===== config.mk =====
export PLATFORM = sky130hd
export DESIGN_NAME = ptps_timer
export DESIGN_NICKNAME = d
export VERILOG_FILES = /design/src/verilog/ptps_pkg.sv /design/src/verilog/ptps_timer.sv
export SDC_FILE = /design/constraint.sdc
export NUM_CORES = 1
export LEC_CHECK = 0
export ABC_AREA = 1
export BUFFER_PORTS_ARGS = -buffer_cell sky130_fd_sc_hd__buf_2
export CORE_MARGIN = 3
export CORE_UTILIZATION = 43
export CTS_CLUSTER_DIAMETER = 40
export DETAILED_ROUTE_END_ITERATION = 16
export PLACE_DENSITY = 0.77
export SLEW_MARGIN = 20
export SYNTH_ARGS = -nofsm -noshare
export SYNTH_HDL_FRONTEND = slang
export SYNTH_SLANG_ARGS = --single-unit

===== constraint.sdc =====
create_clock -name hclk -period 1.9 [get_ports hclk]
set_input_delay 0.38 -clock hclk [delete_from_list [all_inputs] [get_ports hclk]]
set_output_delay 0.38 -clock hclk [all_outputs]
set_load 0.05 [all_outputs]

===== src/verilog/ptps_pkg.sv =====
// package: register map, field layout and types of the period timer
package ptps_pkg;

	// register indices; byte address is four times the index
	localparam logic [7:0] IDX_FLAG   = 8'h0C; // event flags, read/write
	localparam logic [7:0] IDX_CLEAR  = 8'h0D; // write one to clear a flag
	localparam logic [7:0] IDX_IEN    = 8'h0E; // interrupt enables
	localparam logic [7:0] IDX_COUNT  = 8'h11; // running count
	localparam logic [7:0] IDX_CTRL   = 8'h12; // timer control
	localparam logic [7:0] IDX_PERIOD = 8'h13; // period limit

	// control field positions
	localparam int unsigned CTRL_PRE_LSB  = 0; // input divide select
	localparam int unsigned CTRL_RUN_BIT  = 2; // counter run
	localparam int unsigned CTRL_POST_LSB = 3; // output divide select
	localparam logic [7:0]  CTRL_WMASK    = 8'h7F; // top bit unimplemented

	// flag positions
	localparam int unsigned FLAG_MATCH_BIT = 0; // raw period match
	localparam int unsigned FLAG_EVT_BIT   = 1; // period event flag
	localparam int unsigned FLAG_W         = 2; // implemented flag bits

	// reset values
	localparam logic [7:0] CTRL_RST   = 8'h00;
	localparam logic [7:0] COUNT_RST  = 8'h00;
	localparam logic [7:0] PERIOD_RST = 8'hFF;
	localparam logic [1:0] FLAG_RST   = 2'h0;
	localparam logic [1:0] IEN_RST    = 2'h0;

	// timing counts, in oscillator cycles and instruction ticks
	localparam logic [1:0] OSC_DIV_LAST = 2'h3; // divide by four
	localparam logic [3:0] PRE_LAST_1   = 4'h0; // 1:1
	localparam logic [3:0] PRE_LAST_4   = 4'h3; // 1:4
	localparam logic [3:0] PRE_LAST_16  = 4'hF; // 1:16

	// input divide encodings
	typedef enum logic [1:0] {
		PRE_1   = 2'b00,
		PRE_4   = 2'b01,
		PRE_16A = 2'b10,
		PRE_16B = 2'b11
	} ptps_pre_type;

	// control register layout
	typedef struct packed {
		logic         spare;  // always zero
		logic [3:0]   post;   // output divide select
		logic         run;    // counter run
		ptps_pre_type pre;    // input divide select
	} ptps_ctrl_type;

	// captured bus address phase
	typedef struct packed {
		logic       valid;    // a transfer to this slave
		logic       write;    // direction
		logic [7:0] idx;      // register index
	} ptps_aphase_type;

endpackage : ptps_pkg


===== src/verilog/ptps_timer.sv =====
// period timer with input and output dividers behind an AHB-Lite slave
// Operation
// - eight-bit count, read/write, zero after reset
// - instruction clock, input divide 1, 4, 16
// - counts up, wraps to zero after period match
// - eight-bit period register, read/write, resets all ones
// - output divider 1..16 sets period event flag
// - run bit clear stops and holds count
// - control clears on reset: stopped, both 1:1
// - divider counters clear on count/control write, reset
// - control write leaves count untouched
// - match pulse before output divide goes out
// - control register at index 12h, eight bits
// - control top bit ignores writes, reads zero
//
// The implementer's own choice: register access over AHB-Lite.
module ptps_timer (
	input  wire logic        hclk,          // oscillator clock
	input  wire logic        hresetn,       // async reset, active low
	input  wire logic        hsel,          // slave select
	input  wire logic [31:0] haddr,         // byte address
	input  wire logic [1:0]  htrans,        // transfer type
	input  wire logic        hwrite,        // write when high
	input  wire logic [2:0]  hsize,         // transfer size
	input  wire logic [31:0] hwdata,        // write data
	input  wire logic        hready,        // bus ready
	output logic             hreadyout,     // slave ready, always high
	output logic [31:0]      hrdata,        // read data
	output logic             hresp,         // always okay
	output logic             irq,           // level interrupt
	output logic             sync_serial_port_tick // match pulse out
);

	// bus state
	ptps_pkg::ptps_aphase_type aphase_q;    // held address phase
	ptps_pkg::ptps_aphase_type aphase_d;    // next address phase
	logic [31:0]               rdata_q;     // registered read data
	logic [31:0]               rdata_d;     // read data next
	logic                      hresp_q;     // response flop

	// timer state
	ptps_pkg::ptps_ctrl_type   ctrl_q;      // timer control
	logic [7:0]                count_q;     // count value
	logic [7:0]                count_d;
	logic [7:0]                period_q;    // period limit
	logic [1:0]                osc_div_q;   // oscillator divide by four
	logic [3:0]                pre_cnt_q;   // input divider counter
	logic [3:0]                pre_cnt_d;
	logic [3:0]                post_cnt_q;  // output divider counter
	logic [3:0]                post_cnt_d;
	logic                      match_q;     // exported match pulse
	logic [1:0]                flag_q;      // sticky event flags
	logic [1:0]                flag_d;
	logic [1:0]                ien_q;       // interrupt enables
	logic                      irq_q;       // interrupt level flop

	// decode wires
	logic                      sel_addr;    // address phase accepted
	logic                      wr_act;      // data phase write
	logic                      cnt_wr;      // write to count
	logic                      ctrl_wr;     // write to control
	logic                      per_wr;      // write to period
	logic                      flag_wr;     // write to flags
	logic                      clr_wr;      // write to clear
	logic                      ien_wr;      // write to enables
	logic                      instr_en;    // instruction clock enable
	logic [3:0]                pre_last;    // input divider terminal
	logic                      tick;        // count increment event
	logic                      at_period;   // count equals period
	logic                      match;       // period match event
	logic                      post_hit;    // output divider terminal
	logic                      scale_clr;   // clear both dividers
	logic [1:0]                evt;         // hardware flag sets
	logic [1:0]                clr_mask;    // software flag clears
	logic [7:0]                rd_idx;      // read index
	logic                      in_range;    // upper address bits zero

	// address phase decode; the index bits select a register, the upper bits must be zero
	assign sel_addr = hsel & hready & htrans[1];
	assign rd_idx   = haddr[9:2];
	assign in_range = (haddr[31:10] == 22'h0);
	assign aphase_d = '{valid: sel_addr & in_range,
	                    write: hwrite,
	                    idx:   rd_idx};

	// data phase write strobes
	assign wr_act  = aphase_q.valid & aphase_q.write;
	assign cnt_wr  = wr_act & (aphase_q.idx == ptps_pkg::IDX_COUNT);
	assign ctrl_wr = wr_act & (aphase_q.idx == ptps_pkg::IDX_CTRL);
	assign per_wr  = wr_act & (aphase_q.idx == ptps_pkg::IDX_PERIOD);
	assign flag_wr = wr_act & (aphase_q.idx == ptps_pkg::IDX_FLAG);
	assign clr_wr  = wr_act & (aphase_q.idx == ptps_pkg::IDX_CLEAR);
	assign ien_wr  = wr_act & (aphase_q.idx == ptps_pkg::IDX_IEN);

	// read mux, sampled in the address phase so data stands with no wait;
	// unmapped indices read zero and reserved bits read zero
	assign rdata_d =
		!(sel_addr & in_range & !hwrite) ? 32'h00000000 :
		(rd_idx == ptps_pkg::IDX_COUNT)  ? {24'h000000, count_q} :
		(rd_idx == ptps_pkg::IDX_CTRL)   ? {24'h000000, ctrl_q} :
		(rd_idx == ptps_pkg::IDX_PERIOD) ? {24'h000000, period_q} :
		(rd_idx == ptps_pkg::IDX_FLAG)   ? {30'h0, flag_q} :
		(rd_idx == ptps_pkg::IDX_IEN)    ? {30'h0, ien_q} :
		32'h00000000;

	// bus flops; the slave never stretches a transfer
	always_ff @(posedge hclk or negedge hresetn) begin
		if (!hresetn) begin
			aphase_q <= '0;
			rdata_q  <= 32'h00000000;
			hresp_q  <= 1'b0;
		end else begin
			aphase_q <= hready ? aphase_d : aphase_q;
			rdata_q  <= rdata_d;
			hresp_q  <= 1'b0;
		end
	end

	// control register; top bit is masked so it stays zero
	always_ff @(posedge hclk or negedge hresetn) begin
		if (!hresetn) begin
			ctrl_q <= ptps_pkg::CTRL_RST;
		end else if (ctrl_wr) begin
			ctrl_q <= hwdata[7:0] & ptps_pkg::CTRL_WMASK;
		end
	end

	// period register
	always_ff @(posedge hclk or negedge hresetn) begin
		if (!hresetn) begin
			period_q <= ptps_pkg::PERIOD_RST;
		end else if (per_wr) begin
			period_q <= hwdata[7:0];
		end
	end

	// oscillator divided by four gives the instruction clock enable;
	// it free-runs so the phase of ticks is not tied to software writes
	assign instr_en = (osc_div_q == ptps_pkg::OSC_DIV_LAST);

	always_ff @(posedge hclk or negedge hresetn) begin
		if (!hresetn) begin
			osc_div_q <= 2'h0;
		end else begin
			osc_div_q <= osc_div_q + 2'h1;
		end
	end

	// input divider terminal count from the select field
	assign pre_last =
		(ctrl_q.pre == ptps_pkg::PRE_1) ? ptps_pkg::PRE_LAST_1 :
		(ctrl_q.pre == ptps_pkg::PRE_4) ? ptps_pkg::PRE_LAST_4 :
		ptps_pkg::PRE_LAST_16;

	// a write to count or control restarts both dividers
	assign scale_clr = cnt_wr | ctrl_wr;

	// increment event: run bit gates the chain after the oscillator divider to save power
	assign tick = ctrl_q.run & instr_en & (pre_cnt_q == pre_last);

	// input divider counter
	assign pre_cnt_d =
		scale_clr                 ? 4'h0 :
		!(ctrl_q.run & instr_en)  ? pre_cnt_q :
		tick                      ? 4'h0 :
		pre_cnt_q + 4'h1;

	// count: a software write wins over an increment in the same cycle
	assign at_period = (count_q == period_q);
	assign match     = tick & at_period & !cnt_wr;
	assign count_d   =
		cnt_wr ? hwdata[7:0] :
		!tick  ? count_q :
		at_period ? 8'h00 :
		count_q + 8'h01;

	// output divider: ratio is field value plus one
	assign post_hit   = match & (post_cnt_q == ctrl_q.post);
	assign post_cnt_d =
		scale_clr ? 4'h0 :
		!match    ? post_cnt_q :
		post_hit  ? 4'h0 :
		post_cnt_q + 4'h1;

	// counting flops
	always_ff @(posedge hclk or negedge hresetn) begin
		if (!hresetn) begin
			count_q    <= ptps_pkg::COUNT_RST;
			pre_cnt_q  <= 4'h0;
			post_cnt_q <= 4'h0;
			match_q    <= 1'b0;
		end else begin
			count_q    <= count_d;
			pre_cnt_q  <= pre_cnt_d;
			post_cnt_q <= post_cnt_d;
			match_q    <= match;
		end
	end

	// flags: hardware sets win over any software clear in the same cycle
	assign evt = {post_hit, match};
	assign clr_mask = clr_wr ? hwdata[1:0] : 2'h0;
	assign flag_d =
		((flag_wr ? hwdata[1:0] : flag_q) & ~clr_mask) | evt;

	// flag, enable and interrupt flops; irq lags the flag by one cycle
	always_ff @(posedge hclk or negedge hresetn) begin
		if (!hresetn) begin
			flag_q <= ptps_pkg::FLAG_RST;
			ien_q  <= ptps_pkg::IEN_RST;
			irq_q  <= 1'b0;
		end else begin
			flag_q <= flag_d;
			ien_q  <= ien_wr ? hwdata[1:0] : ien_q;
			irq_q  <= |(flag_q & ien_q);
		end
	end

	// outputs straight from flops
	assign hreadyout             = 1'b1 | hresp_q;
	assign hrdata                = rdata_q;
	assign hresp                 = hresp_q;
	assign irq                   = irq_q;
	assign sync_serial_port_tick = match_q;
endmodule : ptps_timer


==> flow_summary.json <==
{
  "ys_warn_count": 0,
  "cap_violations": 0,
  "ant_nets": 0,
  "syn_area_per_cell_um2": 7.60,
  "ys_seq_area_frac": 0.422,
  "cp_data_required_time_ns": 2.12,
  "end_kind": "register",
  "hpwl_um": 6360,
  "pre_cts_ws_ns": 0.196,
  "relSlewSlack": 0.649,
  "final_layout_size_suffix_gt1_frac": 0.235,
  "fp.dieArea_um2": 9030,
  "period_share": 0.870,
  "grt-ovfl-total": 0,
  "clock_path_buffers": 2,
  "h-tree-depth": 3,
  "crit_fanout": 6,
  "clock_sinks": 57,
  "synth_edf_count": 0,
  "postSynthCellCount": 448,
  "fmax_mhz": 605,
  "skew_ns": 0.00848,
  "grt_max_degree": 26,
  "cts_tree": "built",
  "drt-total-wl_um": 7940,
  "hold_depth": 3,
  "clkSlewWorstSetupHoldPaths_ns": 0.07,
  "fin_setup_tns_ns": 0,
  "power_density_nw_per_um2": 850,
  "p_int_mw": 2.19,
  "swShare": 0.347,
  "drc": 0,
  "routedWlPerCell_um": 12.8,
  "syn_to_final_growth_pct": 15.6,
  "drtIter0Drc": 171,
  "cp-start-kind": "register",
  "setup_violations": 0,
  "grt_pass1_vias": 2975,
  "yosys_register_bits": 57,
  "synth_area_leader_cell": "dfrtp_1",
  "synth-main-ff-cell": "dfrtp_1",
  "diodes": 0,
  "fin_util": 0.526,
  "antenna_found_initial": 0,
  "rr_worst_depth": 8,
  "final_nets": 592,
  "grt_pass1_wl_um": 13600,
  "r2r_setup_slack_ns": 0.25,
  "worst_slack_ns": 0.247,
  "p_leak_nw": 2.12,
  "multiInputGateArea_um2": 1620,
  "postCtsSetupBuffers": 0,
  "coreArea_um2": 7490,
  "start_util": 0.455,
  "yosys-top-cells-area": "dfrtp_1 36%, nand2_1 12%, dfstp_2 6.2%, buf_4 5.9%, nand3_1 5.1%",
  "ir_worst_vdd_mv": 0.507,
  "async_flop_share": 1.00,
  "regArea_um2": 1440,
  "hp-class": "input port to register",
  "grt_use_total": 0.194,
  "tritoncts.num_buffers": 9,
  "yosys.cell_types.count": 38,
  "critical_path_class": "register to register",
  "gp_congestion": 0.896,
  "final-hold-violation-count": 0,
  "yosysTopAreaCellShare": 0.360,
  "period_needed_ns": 1.65,
  "r2r-end": "count_q[6]$_DFFE_PN0P_",
  "portBuffers": 53,
  "seqPwrFrac": 0.446,
  "die_w_um": 95.0,
  "worst_slew_pin_slew_ns": 0.524,
  "clkPwrFrac": 0.313,
  "hp-start": "haddr[6]",
  "cts-root-buf": "clkbuf_8",
  "drt_first_pass_iters": 4,
  "hold_end": "aphase_q[4]$_DFFE_PN0P_",
  "vias_per_cell": 4.98,
  "combPwrFrac": 0.241,
  "clk_latency_ns": 0.34,
  "p_switching_mw": 1.16,
  "status": "finished clean",
  "io_pins": 110,
  "num-fill-cells": 718,
  "rsz0062_at_grt": "no",
  "num_vias": 3078,
  "slew_viol_final": 0,
  "rows": 31,
  "fp.dieH_um": 95.0,
  "arrival_ns": 1.87,
  "reg2reg_from": "aphase_q[7]$_DFFE_PN0P_",
  "synth_area_um2": 3410
}
-- state kept, by name, summed over array words and instances, names as in the netlist --
signal	cells
sync_serial_port_tick	1
ctrl_q	7
aphase_q	10
flag_q	2
count_q	8
pre_cnt_q	4
hrdata	8
osc_div_q	2
post_cnt_q	4
ien_q	2
period_q	8
irq	1
-- layer usage --
metal  part of all wire  global-route usage  vias to the layer above
li1                   -                   -                     1528
met2               0.49               0.311                       83
met3              0.052              0.0552                       14
met4              0.014              0.0625                        0
met5                  0                   0                        -
met1               0.44               0.253                     1453
-- layout make-up --
type	count	area share
repair buffers	62	0.0883
clock inverters	2	0.00318
flip-flops and latches	57	0.365
clock buffers	14	0.0439
inverters	61	0.0582
well taps	99	0.0315
multi-input cells	323	0.410
-- power groups by stage --
stage / clock network, mW / registers, mW / logic, mW
detailed placement: 0 / 1.51 / 0.802
CTS: 1.07 / 1.49 / 0.809
finish: 1.05 / 1.49 / 0.808
global route: 1.13 / 1.51 / 0.945
global placement: 0 / 1.51 / 0.775
floorplan: 0 / 1.47 / 0.665
-- critical path, cell delays in order (launching register included) --
cell     delay, ns
dfrtp_1       0.38
nor2_1        0.16
nand3_1       0.19
inv_2         0.13
nand3_1       0.19
nand2_2       0.22
inv_2         0.10
nand2_1       0.08
nand3_1       0.07
-- what timing repair did --
| item | CTS | global route |
|---|---|---|
| hold buffers | 1 | 0 |
| hold endpoints to repair | 15 | 0 |
| gates resized for setup | 0 | 1 |
| endpoints found under the setup margin | 0 | 6 |
-- layout by cell type (no fill, tap or decap), types with 2 or more instances in the layout --
cell type | Yosys | routed
a21oi_1 | 6 | 6
buf_4 | 27 | 7
o21ai_0 | 22 | 22
dfstp_2 | 8 | 8
o211ai_1 | 2 | 2
nand2_1 | 108 | 107
nor3_2 | 6 | 6
inv_1 | 46 | 46
nand4_1 | 10 | 10
buf_2 | 1 | 53
ha_1 | 4 | 4
clkbuf_8 | 0 | 12
xnor2_1 | 2 | 2
o22ai_1 | 2 | 2
clkbuf_1 | 3 | 2
mux2_2 | 2 | 2
o21ai_1 | 13 | 13
xor2_1 | 6 | 6
nor3_1 | 5 | 5
o2111ai_1 | 4 | 4
conb_1 | 2 | 26
nor3_4 | 2 | 2
nor2_1 | 44 | 44
nand2_2 | 3 | 4
nor4_1 | 7 | 7
nor2_4 | 2 | 2
inv_2 | 14 | 14
nor2_2 | 4 | 4
dfrtp_1 | 49 | 49
nand3_1 | 35 | 35
-- Yosys cell counts, types with 3 or more instances --
| cell type | instances |
|---|---|
| nand3_1 | 35 |
| nand4_1 | 10 |
| nor4_1 | 7 |
| ha_1 | 4 |
| nor2_2 | 4 |
| inv_1 | 46 |
| nor3_1 | 5 |
| nor3_2 | 6 |
| a21oi_1 | 6 |
| xor2_1 | 6 |
| nor2_1 | 44 |
| dfrtp_1 | 49 |
| inv_2 | 14 |
| o2111ai_1 | 4 |
| dfstp_2 | 8 |
| o21ai_1 | 13 |
| o21ai_0 | 22 |
| nand2_2 | 3 |
| nand2_1 | 108 |
| buf_4 | 27 |
| clkbuf_1 | 3 |
-- through the flow --
stage / area [um2] / instances / total power, mW / hold slack [ns]
floorplan: 3500 / 472 / 2.14 / 0.0844
global placement: 3740 / 601 / 2.28 / 0.331
detailed placement: 3740 / 601 / 2.31 / 0.333
CTS: 3940 / 618 / 3.37 / 0.265
global route: 3940 / 618 / 3.59 / 0.280
finish: 3940 / 618 / 3.35 / 0.274
-- logic make-up after synthesis --
group / share of synthesized area
and+or+nand+nor: 0.315
buffers and inverters: 0.131
DFF: 0.422
AOI/OAI and AO/OA: 0.0881
xor gates and xnor gates: 0.0206
adders and majority gates: 0.0147
other: 0.00220
muxes: 0.00661
-- how the worst max path moves through the flow --
stage / start / to / slack, ns
3_5_place_dp: aphase_q[7]$_DFFE_PN0P_ / count_q[6]$_DFFE_PN0P_ / 0.20
4_1_cts: aphase_q[7]$_DFFE_PN0P_ / count_q[6]$_DFFE_PN0P_ / 0.18
2_1_floorplan: aphase_q[2]$_DFFE_PN0P_ / post_cnt_q[0]$_DFFE_PN0P_ / 0.47
5_1_grt: aphase_q[7]$_DFFE_PN0P_ / count_q[0]$_DFFE_PN0P_ / 0.08
6_report: aphase_q[7]$_DFFE_PN0P_ / count_q[6]$_DFFE_PN0P_ / 0.25
3_3_place_gp: aphase_q[7]$_DFFE_PN0P_ / count_q[5]$_DFFE_PN0P_ / 0.25
(Power assumes the default switching activity.)
